`src/uis_pkg.sv`:
```
// Constants and register map of the USART interrupt and status block
package uis_pkg;

  // Byte offsets of the register words
  localparam logic [7:0] UIS_OFS_CTRL = 8'h00;
  localparam logic [7:0] UIS_OFS_MODE = 8'h04;
  localparam logic [7:0] UIS_OFS_IER = 8'h08;
  localparam logic [7:0] UIS_OFS_IDR = 8'h0c;
  localparam logic [7:0] UIS_OFS_IMR = 8'h10;
  localparam logic [7:0] UIS_OFS_CSR = 8'h14;
  localparam logic [7:0] UIS_OFS_RTOR = 8'h24;

  // Command bits of the control register
  localparam int UIS_CR_RXEN = 4;
  localparam int UIS_CR_RXDIS = 5;
  localparam int UIS_CR_TXEN = 6;
  localparam int UIS_CR_TXDIS = 7;
  localparam int UIS_CR_CLR_ERR = 8;
  localparam int UIS_CR_BEGIN_BRK = 9;
  localparam int UIS_CR_ARM_IDLE = 11;
  localparam int UIS_CR_CLR_RETRY = 13;
  localparam int UIS_CR_CLR_CARD_SEEN_A = 14;

  // Mode register fields
  localparam int UIS_MR_FILTER = 28;
  localparam logic [3:0] UIS_MODE_ISO_T0 = 4'h4;
  localparam logic [3:0] UIS_MODE_ISO_T1 = 4'h6;

  // Status bit positions, shared by enable, disable, mask and status
  localparam int UIS_ST_RX_RDY = 0;
  localparam int UIS_ST_TX_FREE = 1;
  localparam int UIS_ST_BRK = 2;
  localparam int UIS_ST_RX_END = 3;
  localparam int UIS_ST_TX_END = 4;
  localparam int UIS_ST_OVR = 5;
  localparam int UIS_ST_FRAME = 6;
  localparam int UIS_ST_PAR = 7;
  localparam int UIS_ST_TIMEOUT = 8;
  localparam int UIS_ST_TX_EMPTY = 9;
  localparam int UIS_ST_ITER = 10;
  localparam int UIS_ST_TX_BUFE = 11;
  localparam int UIS_ST_RX_BUFF = 12;
  localparam int UIS_ST_CARD_SEEN_A = 13;
  localparam int UIS_ST_CHG_LO = 16;
  localparam int UIS_ST_LVL_LO = 20;

  // Bits that exist in the mask register
  localparam logic [31:0] UIS_IRQ_BITS = 32'h000f_3fff;

  // Reset values
  localparam logic [31:0] UIS_RST_MASK = 32'h0000_0000;
  localparam logic [31:0] UIS_RST_MODE = 32'h0000_0000;
  localparam logic [15:0] UIS_RST_RTO = 16'h0000;
  localparam logic [2:0] UIS_RST_SAMPLES = 3'h7;

endpackage : uis_pkg

```
`src/uis_usart_irq_status.sv`:
```
// Interrupt, mask and channel status logic of the USART, Avalon-MM slave
module uis_usart_irq_status
  import uis_pkg::*;
(
  input wire logic clk_sys,
  input wire logic rstn,
  // Avalon-MM slave, byte address
  input wire logic [7:0] avs_address,
  input wire logic avs_read,
  input wire logic avs_write,
  input wire logic [31:0] avs_writedata,
  input wire logic [3:0] avs_byteenable,
  output logic [31:0] avs_readdata,
  output logic avs_waitrequest,
  // Events and levels from the character engines
  input wire logic rx_char_done,
  input wire logic rx_holding_read,
  input wire logic rx_break_seen_evt,
  input wire logic rx_overrun_evt,
  input wire logic rx_frame_evt,
  input wire logic rx_parity_evt,
  input wire logic rx_timeout_evt,
  input wire logic iter_max_evt,
  input wire logic card_card_seen_a_evt,
  input wire logic tx_holding_full,
  input wire logic tx_shift_busy,
  input wire logic break_started,
  input wire logic sample_tick,
  // Peripheral DMA channel signals
  input wire logic rx_dma_end,
  input wire logic tx_dma_end,
  input wire logic tx_dma_buf_empty,
  input wire logic rx_dma_buf_full,
  // Pins from the serial peer
  input wire logic rx_line_pin,
  input wire logic ring_line_pin,
  input wire logic set_ready_pin,
  input wire logic carrier_pin,
  input wire logic clear_send_pin,
  // Outputs to the engines and the system
  output logic rx_line_filtered,
  output logic rx_enabled,
  output logic tx_enabled,
  output logic begin_break_cmd,
  output logic arm_idle_wait_cmd,
  output logic clear_retry_count_cmd,
  output logic irq
);

  ////////////////////////////////////////////////////////////////////
  // Declarations

  logic wr_go; // Write takes effect
  logic rd_go; // Read completes
  logic [31:0] wmask; // Byte lanes of the write
  logic [31:0] wbits; // Write data gated by lanes
  logic [31:0] irq_mask; // Interrupt enables
  logic [31:0] mode_reg; // Mode register
  logic [15:0] idle_limit; // Time-out value
  logic [31:0] status_word; // Assembled status
  logic [31:0] next_rdata; // Read mux result
  logic cmd_wr; // Control register write
  logic [3:0] modem_meta; // First synchroniser stage
  logic [3:0] modem_sync; // Synchronised modem levels
  logic [3:0] modem_prev; // Previous synchronised levels
  logic [3:0] modem_chg; // Change flags
  logic rx_meta; // First rx stage
  logic rx_sync; // Synchronised rx line
  logic [2:0] rx_samples; // Last three sub-bit samples
  logic rx_major; // Two-of-three vote
  logic rx_rdy; // Receive ready flag
  logic rx_missed; // Chars arrived while receiver off
  logic brk_flag;
  logic ovr_flag;
  logic frame_flag;
  logic par_flag;
  logic tmo_flag;
  logic tmo_armed; // Waiting after an arm command
  logic iter_flag;
  logic card_seen_a_flag;
  logic break_pend; // Break requested, not yet started
  logic iso_mode; // Smart-card protocol selected
  logic clr_err; // Reset-status command this edge

  ////////////////////////////////////////////////////////////////////
  // Bus handshake

  // A held request is taken on the edge where waitrequest is already low
  assign wr_go = avs_write & ~avs_waitrequest;
  assign rd_go = avs_read & ~avs_waitrequest;

  // Lane expansion of byteenable
  assign wmask = {{8{avs_byteenable[3]}}, {8{avs_byteenable[2]}},
                  {8{avs_byteenable[1]}}, {8{avs_byteenable[0]}}};

  assign wbits = avs_writedata & wmask;
  assign cmd_wr = wr_go & (avs_address == UIS_OFS_CTRL);

  // Low for one cycle per request, high again at the completing edge
  always_ff @(posedge clk_sys or negedge rstn)
  begin
    if (!rstn)
    begin
      avs_waitrequest <= 1'b1;
    end
    else
    begin
      avs_waitrequest <= ~((avs_read | avs_write) & avs_waitrequest);
    end
  end

  // Read data mux; unmapped and write-only words read as zero
  always_comb
  begin
    case (avs_address)
      UIS_OFS_MODE: next_rdata = mode_reg;
      UIS_OFS_IMR: next_rdata = irq_mask;
      UIS_OFS_CSR: next_rdata = status_word;
      UIS_OFS_RTOR: next_rdata = {16'h0000, idle_limit};
      default: next_rdata = 32'h0000_0000;
    endcase
  end

  // Read data is loaded in the wait cycle and stands at completion
  always_ff @(posedge clk_sys or negedge rstn)
  begin
    if (!rstn)
    begin
      avs_readdata <= 32'h0000_0000;
    end
    else if (avs_read & avs_waitrequest)
    begin
      avs_readdata <= next_rdata;
    end
  end

  ////////////////////////////////////////////////////////////////////
  // Configuration registers

  // Mode register, byte-lane writes
  always_ff @(posedge clk_sys or negedge rstn)
  begin
    if (!rstn)
    begin
      mode_reg <= UIS_RST_MODE;
    end
    else if (wr_go & (avs_address == UIS_OFS_MODE))
    begin
      mode_reg <= (mode_reg & ~wmask) | wbits;
    end
  end

  // Time-out value
  always_ff @(posedge clk_sys or negedge rstn)
  begin
    if (!rstn)
    begin
      idle_limit <= UIS_RST_RTO;
    end
    else if (wr_go & (avs_address == UIS_OFS_RTOR))
    begin
      idle_limit <= (idle_limit & ~wmask[15:0]) | wbits[15:0];
    end
  end

  assign iso_mode = (mode_reg[3:0] == UIS_MODE_ISO_T0) |
                    (mode_reg[3:0] == UIS_MODE_ISO_T1);

  // Interrupt mask; set and clear sit at different addresses
  always_ff @(posedge clk_sys or negedge rstn)
  begin
    if (!rstn)
    begin
      irq_mask <= UIS_RST_MASK;
    end
    else if (wr_go & (avs_address == UIS_OFS_IER))
    begin
      irq_mask <= irq_mask | (wbits & UIS_IRQ_BITS);
    end
    else if (wr_go & (avs_address == UIS_OFS_IDR))
    begin
      irq_mask <= irq_mask & ~(wbits & UIS_IRQ_BITS);
    end
  end

  ////////////////////////////////////////////////////////////////////
  // Commands

  // Receiver and transmitter enables; disable wins over enable
  always_ff @(posedge clk_sys or negedge rstn)
  begin
    if (!rstn)
    begin
      rx_enabled <= 1'b0;
      tx_enabled <= 1'b0;
    end
    else if (cmd_wr)
    begin
      rx_enabled <= ~wbits[UIS_CR_RXDIS] & (wbits[UIS_CR_RXEN] | rx_enabled);
      tx_enabled <= ~wbits[UIS_CR_TXDIS] & (wbits[UIS_CR_TXEN] | tx_enabled);
    end
  end

  // One-cycle command strobes to the engines
  always_ff @(posedge clk_sys or negedge rstn)
  begin
    if (!rstn)
    begin
      begin_break_cmd <= 1'b0;
      arm_idle_wait_cmd <= 1'b0;
      clear_retry_count_cmd <= 1'b0;
    end
    else
    begin
      begin_break_cmd <= cmd_wr & wbits[UIS_CR_BEGIN_BRK];
      arm_idle_wait_cmd <= cmd_wr & wbits[UIS_CR_ARM_IDLE];
      clear_retry_count_cmd <= cmd_wr & wbits[UIS_CR_CLR_RETRY] & iso_mode;
    end
  end

  // Pending break request holds the holding-free flag low
  always_ff @(posedge clk_sys or negedge rstn)
  begin
    if (!rstn)
    begin
      break_pend <= 1'b0;
    end
    else
    begin
      // A new request wins over a start in the same cycle
      break_pend <= (cmd_wr & wbits[UIS_CR_BEGIN_BRK]) | (break_pend & ~break_started);
    end
  end

  ////////////////////////////////////////////////////////////////////
  // Receive ready

  // Remember characters that arrived while the receiver was off
  always_ff @(posedge clk_sys or negedge rstn)
  begin
    if (!rstn)
    begin
      rx_missed <= 1'b0;
    end
    else
    begin
      rx_missed <= ~rx_enabled & (rx_missed | rx_char_done);
    end
  end

  // New character wins over a read in the same cycle
  always_ff @(posedge clk_sys or negedge rstn)
  begin
    if (!rstn)
    begin
      rx_rdy <= 1'b0;
    end
    else if (rx_char_done & rx_enabled)
    begin
      rx_rdy <= 1'b1;
    end
    else if (rx_missed & rx_enabled)
    begin
      rx_rdy <= 1'b1;
    end
    else if (rx_holding_read | ~rx_enabled)
    begin
      rx_rdy <= 1'b0;
    end
  end

  ////////////////////////////////////////////////////////////////////
  // Sticky error flags

  assign clr_err = cmd_wr & wbits[UIS_CR_CLR_ERR];

  // Events win over the clearing command
  always_ff @(posedge clk_sys or negedge rstn)
  begin
    if (!rstn)
    begin
      brk_flag <= 1'b0;
      ovr_flag <= 1'b0;
      frame_flag <= 1'b0;
      par_flag <= 1'b0;
    end
    else
    begin
      brk_flag <= (brk_flag & ~clr_err) | rx_break_seen_evt;
      ovr_flag <= (ovr_flag & ~clr_err) | rx_overrun_evt;
      frame_flag <= (frame_flag & ~clr_err) | rx_frame_evt;
      par_flag <= (par_flag & ~clr_err) | rx_parity_evt;
    end
  end

  // Receiver time-out: counts only after an arm and with a nonzero value
  always_ff @(posedge clk_sys or negedge rstn)
  begin
    if (!rstn)
    begin
      tmo_flag <= 1'b0;
      tmo_armed <= 1'b0;
    end
    else if (idle_limit == 16'h0000)
    begin
      tmo_flag <= 1'b0;
      tmo_armed <= cmd_wr & wbits[UIS_CR_ARM_IDLE];
    end
    else if (cmd_wr & wbits[UIS_CR_ARM_IDLE])
    begin
      tmo_flag <= rx_timeout_evt & tmo_armed;
      tmo_armed <= 1'b1;
    end
    else if (rx_timeout_evt & tmo_armed)
    begin
      tmo_flag <= 1'b1;
      tmo_armed <= 1'b0;
    end
  end

  // Iteration and non-acknowledge flags, events win
  always_ff @(posedge clk_sys or negedge rstn)
  begin
    if (!rstn)
    begin
      iter_flag <= 1'b0;
      card_seen_a_flag <= 1'b0;
    end
    else
    begin
      iter_flag <= (iter_flag & ~(cmd_wr & wbits[UIS_CR_CLR_RETRY] & iso_mode))
                   | iter_max_evt;
      card_seen_a_flag <= (card_seen_a_flag & ~(cmd_wr & wbits[UIS_CR_CLR_CARD_SEEN_A]))
                   | card_card_seen_a_evt;
    end
  end

  ////////////////////////////////////////////////////////////////////
  // Modem lines

  // Two-stage synchronisers; the first stage feeds only the second
  always_ff @(posedge clk_sys or negedge rstn)
  begin
    if (!rstn)
    begin
      modem_meta <= 4'h0;
      modem_sync <= 4'h0;
      modem_prev <= 4'h0;
      rx_meta <= 1'b1;
      rx_sync <= 1'b1;
    end
    else
    begin
      modem_meta <= {clear_send_pin, carrier_pin, set_ready_pin, ring_line_pin};
      modem_sync <= modem_meta;
      modem_prev <= modem_sync;
      rx_meta <= rx_line_pin;
      rx_sync <= rx_meta;
    end
  end

  // Clear only the bits the read returned; an edge in its wait cycle is kept
  always_ff @(posedge clk_sys or negedge rstn)
  begin
    if (!rstn)
    begin
      modem_chg <= 4'h0;
    end
    else
    begin
      modem_chg <= (modem_chg & ~({4{rd_go & (avs_address == UIS_OFS_CSR)}}
                   & avs_readdata[UIS_ST_CHG_LO +: 4]))
                   | (modem_sync ^ modem_prev);
    end
  end

  ////////////////////////////////////////////////////////////////////
  // Receive line filter

  // Samples are taken on the sixteenth-bit tick only
  always_ff @(posedge clk_sys or negedge rstn)
  begin
    if (!rstn)
    begin
      rx_samples <= UIS_RST_SAMPLES;
    end
    else if (sample_tick)
    begin
      rx_samples <= {rx_samples[1:0], rx_sync};
    end
  end

  assign rx_major = (rx_samples[0] & rx_samples[1]) |
                    (rx_samples[1] & rx_samples[2]) |
                    (rx_samples[0] & rx_samples[2]);

  // Filtered line adds up to two ticks of delay; unfiltered is direct
  always_ff @(posedge clk_sys or negedge rstn)
  begin
    if (!rstn)
    begin
      rx_line_filtered <= 1'b1;
    end
    else
    begin
      rx_line_filtered <= mode_reg[UIS_MR_FILTER] ? rx_major : rx_sync;
    end
  end

  ////////////////////////////////////////////////////////////////////
  // Status word and interrupt

  always_comb
  begin
    status_word = 32'h0000_0000;
    status_word[UIS_ST_RX_RDY] = rx_rdy;
    status_word[UIS_ST_TX_FREE] = tx_enabled & ~tx_holding_full & ~break_pend;
    status_word[UIS_ST_BRK] = brk_flag;
    status_word[UIS_ST_RX_END] = rx_dma_end;
    status_word[UIS_ST_TX_END] = tx_dma_end;
    status_word[UIS_ST_OVR] = ovr_flag;
    status_word[UIS_ST_FRAME] = frame_flag;
    status_word[UIS_ST_PAR] = par_flag;
    status_word[UIS_ST_TIMEOUT] = tmo_flag;
    status_word[UIS_ST_TX_EMPTY] = tx_enabled & ~tx_holding_full & ~tx_shift_busy;
    status_word[UIS_ST_ITER] = iter_flag;
    status_word[UIS_ST_TX_BUFE] = tx_dma_buf_empty;
    status_word[UIS_ST_RX_BUFF] = rx_dma_buf_full;
    status_word[UIS_ST_CARD_SEEN_A] = card_seen_a_flag;
    status_word[UIS_ST_CHG_LO +: 4] = modem_chg;
    status_word[UIS_ST_LVL_LO +: 4] = modem_sync;
  end

  // Registered request line, one cycle behind the status
  always_ff @(posedge clk_sys or negedge rstn)
  begin
    if (!rstn)
    begin
      irq <= 1'b0;
    end
    else
    begin
      irq <= |(status_word & irq_mask);
    end
  end

endmodule : uis_usart_irq_status

```
`config.mk`:
```
export PLATFORM = sky130hd
export DESIGN_NAME = uis_usart_irq_status
export DESIGN_NICKNAME = d
export VERILOG_FILES = /design/src/uis_pkg.sv /design/src/uis_usart_irq_status.sv
export SDC_FILE = /design/constraint.sdc
export NUM_CORES = 1
export LEC_CHECK = 0
export ABC_AREA = 1
export ABC_CLOCK_PERIOD_IN_PS = 3900
export BUFFER_PORTS_ARGS = -buffer_cell sky130_fd_sc_hd__buf_2
export CELL_PAD_IN_SITES_DETAIL_PLACEMENT = 2
export CELL_PAD_IN_SITES_GLOBAL_PLACEMENT = 2
export CORE_MARGIN = 10
export CORE_UTILIZATION = 36
export DETAILED_ROUTE_END_ITERATION = 10
export GPL_ROUTABILITY_DRIVEN = 0
export PLACE_DENSITY_LB_ADDON = 0.1
export SETUP_SLACK_MARGIN = 0.4
export SLEW_MARGIN = 15
export SYNTH_ARGS = -nofsm -noshare
export SYNTH_HDL_FRONTEND = slang
export SYNTH_SLANG_ARGS = --single-unit
export TNS_END_PERCENT = 50
```
`constraint.sdc`:
```
create_clock -name clk_sys -period 3.9 [get_ports clk_sys]
set_clock_uncertainty 0.2 [all_clocks]
set_input_delay 0.585 -clock clk_sys [delete_from_list [all_inputs] [get_ports clk_sys]]
set_output_delay 0.585 -clock clk_sys [all_outputs]
set_load 0.005 [all_outputs]
```
==> impl_metrics.tcl <==
set metrics [dict create \
    ys_seq_area_frac 0.528 \
    cts_buffers 17 \
    crit_path_end_kind "register" \
    io_buffers 109 \
    r2r.worst_path.cells 4 \
    final-hold-violation-count 0 \
    p_switching_uw 806 \
    yosys_warnings 0 \
    timing.rr.start "avs_waitrequest" \
    hp-class "in2reg" \
    post_cts_buffers 0 \
    clock_latency_ps 420 \
    viasPerCell 5.08 \
    die_area_mm2 0.0240 \
    rsz0062_at_grt "false" \
    path_max_fanout 48 \
    synth_top_area_cell "dfrtp_1" \
    synth.area.top_cells "dfrtp_1 50%, nand2_1 15%, nand3_1 7.0%, inv_1 5.1%, o21ai_1 4.4%" \
    cp.arrival_ps 2360 \
    synth_edf_count 0 \
    switching_share 0.231 \
    max_slew_margin 0.293 \
    avgSynthCellArea_um2 8.29 \
    hold_start "set_ready_pin" \
    initial_utilization 0.365 \
    fp.dieH_um 155 \
    grt_max_degree 92 \
    min_path_cells 1 \
    num_io_pins 110 \
    postRouteAntennaNets 0 \
    outcome "finished, final reports clean" \
    drt_wl_total_um 22900 \
    drv_cap 0 \
    grt_antenna_before_repair 0 \
    clk_pin_slew_worst_paths_ps 60 \
    diodes 0 \
    synth.distinct_cells 33 \
    setup_viol 0 \
    first_pass_iters 4 \
    reg2reg_slack_ps 1650 \
    fillCellCount 2059 \
    yosysTopAreaCellShare 0.500 \
    cts_sinks 138 \
    fin_crit_ps 2250 \
    critPathKind "in2reg" \
    power_density_mw_per_mm2 446 \
    area_delta_synth_final_pct 19.6 \
    clkPwrFrac 0.514 \
    netlist_area_mm2 0.00656 \
    synthFlopType "dfrtp_1" \
    grt_pass1_vias 6546 \
    drt_iter0_markers 285 \
    htree_num_levels 4 \
    slew_viol_final 0 \
    leakagePower_uw 0.00425 \
    syn_nets 861 \
    hold_end "modem_meta[1]" \
    pwr-share-seq 0.425 \
    row_count 49 \
    worstPathRequired_ps 4000 \
    die-width_um 155 \
    ys_async_sr_fraction 1.00 \
    vdd_ir_drop_max_mv 0.275 \
    grt_pass1_wl_um 37200 \
    grt.overflow.total 0 \
    setup_tns_ps 0 \
    drcViolationCount 0 \
    utilization 0.437 \
    finalCritPeriodShare 0.578 \
    fmax_mhz 444 \
    core_area_mm2 0.0180 \
    wl_per_cell_um 20.3 \
    fin_nets 959 \
    ys_ff_latch 138 \
    rr_endpoint "avs_readdata[0]" \
    intPower_uw 2690 \
    hpwl_um 16700 \
    root_buffer "clkbuf_16" \
    cts_hold_buf 0 \
    cts_resized 0 \
    netlist_instances 791 \
    worstSetupStartpointType "input pin" \
    vias 5741 \
    clock_path_buffers 2 \
    cts_tree "built" \
    grt_usage 0.195 \
    combPwrFrac 0.062 \
    drive_above_1_share 0.215 \
    synth_common_cells "265 x nand2_1, 131 x dfrtp_1, 92 x nand3_1" \
    synth_most_common_cell "nand2_1" \
    worst_pin_slew_ps 1050 \
]
-- final cells by class --
cell class	count	area (µm²)	share of cell area
sequential	138	3460	0.441
multi-input combinational	517	2470	0.314
timing repair buffer	113	594	0.0758
clock buffer	20	457	0.0582
inverter	102	383	0.0488
tap	229	287	0.0365
clock inverter	12	195	0.0249
-- metrics by stage --
step	setup WS (ps)	instances	hold WS [ps]	power, µW	instance area [µm²]
final	1650	1131	62.0	3500	7840
after global placement	1310	1099	134	1720	7190
after global routing	1440	1131	42.8	3640	7840
after detailed placement	1230	1099	137	1730	7190
after floorplan	2110	791	89.4	1600	6560
after CTS	1650	1131	41.1	3540	7840
-- cell families (layout without fill, tap and decap cells) --
family	count (synthesis)	count (layout)	share of synthesized area
flip-flops	138	138	0.528
buffers and inverters	136	247	0.0960
XOR/XNOR	4	4	0.00534
AND/OR/NAND/NOR	425	425	0.297
AO/OA/AOI/OAI	88	88	0.0740
-- placed cells by master, fill, tap and decap left out, types with 2 or more instances in the layout --
master and count:
nand2_1 265, clkinv_2 4, o21ai_0 11, a21oi_1 5, nor3_1 2, nor2_4 3, xnor2_1 4, nand3b_1 2
o21ai_1 57, nand3_4 6, nand2_2 5, inv_1 88, clkbuf_16 17, o21bai_1 3, nand3_1 92, bufinv_16 5
nand4_1 19, inv_2 13, buf_4 3, buf_2 108, dfrtp_1 131, o21ai_2 8, nor2_2 4, nor2_1 22
nor2_8 2, dfstp_2 7, clkbuf_8 2
-- critical path, cell delays in order --
cell     delay (ps)
buf_2           340
nand2_4         120
nor2_8          600
nand2_2         150
inv_2           140
nand3_4         190
nand2_1         140
o21ai_1          80
-- how the worst max path moves through the flow --
| stage | start | end | slack (ps) | cells after the start |
|---|---|---|---|---|
| 3_5_place_dp | avs_address[2] | register | 1230 | 8 |
| 2_1_floorplan | avs_address[2] | register | 2110 | 8 |
| 5_1_grt | avs_waitrequest | avs_readdata[0] | 1440 | 4 |
| 3_3_place_gp | avs_address[2] | register | 1310 | 8 |
| 4_1_cts | avs_address[2] | register | 1650 | 8 |
| 6_report | avs_address[2] | register | 1650 | 8 |
-- layer usage --
layer  part of all wire  up-vias  track usage
met5                  0        -            0
li1                   -     2705            -
met3              0.062       17       0.0460
met2               0.49      118        0.313
met4             0.0088        0       0.0450
met1               0.44     2901        0.260
-- power groups by stage --
| stage | logic (µW) | clock network [µW] | registers [µW] |
|---|---|---|---|
| floorplan | 97.7 | 0 | 1500 |
| global placement | 209 | 0 | 1510 |
| detailed placement | 219 | 0 | 1510 |
| CTS | 223 | 1840 | 1490 |
| global route | 246 | 1900 | 1490 |
| finish | 217 | 1800 | 1490 |
Note: power is estimated with default switching activity, not from simulation.
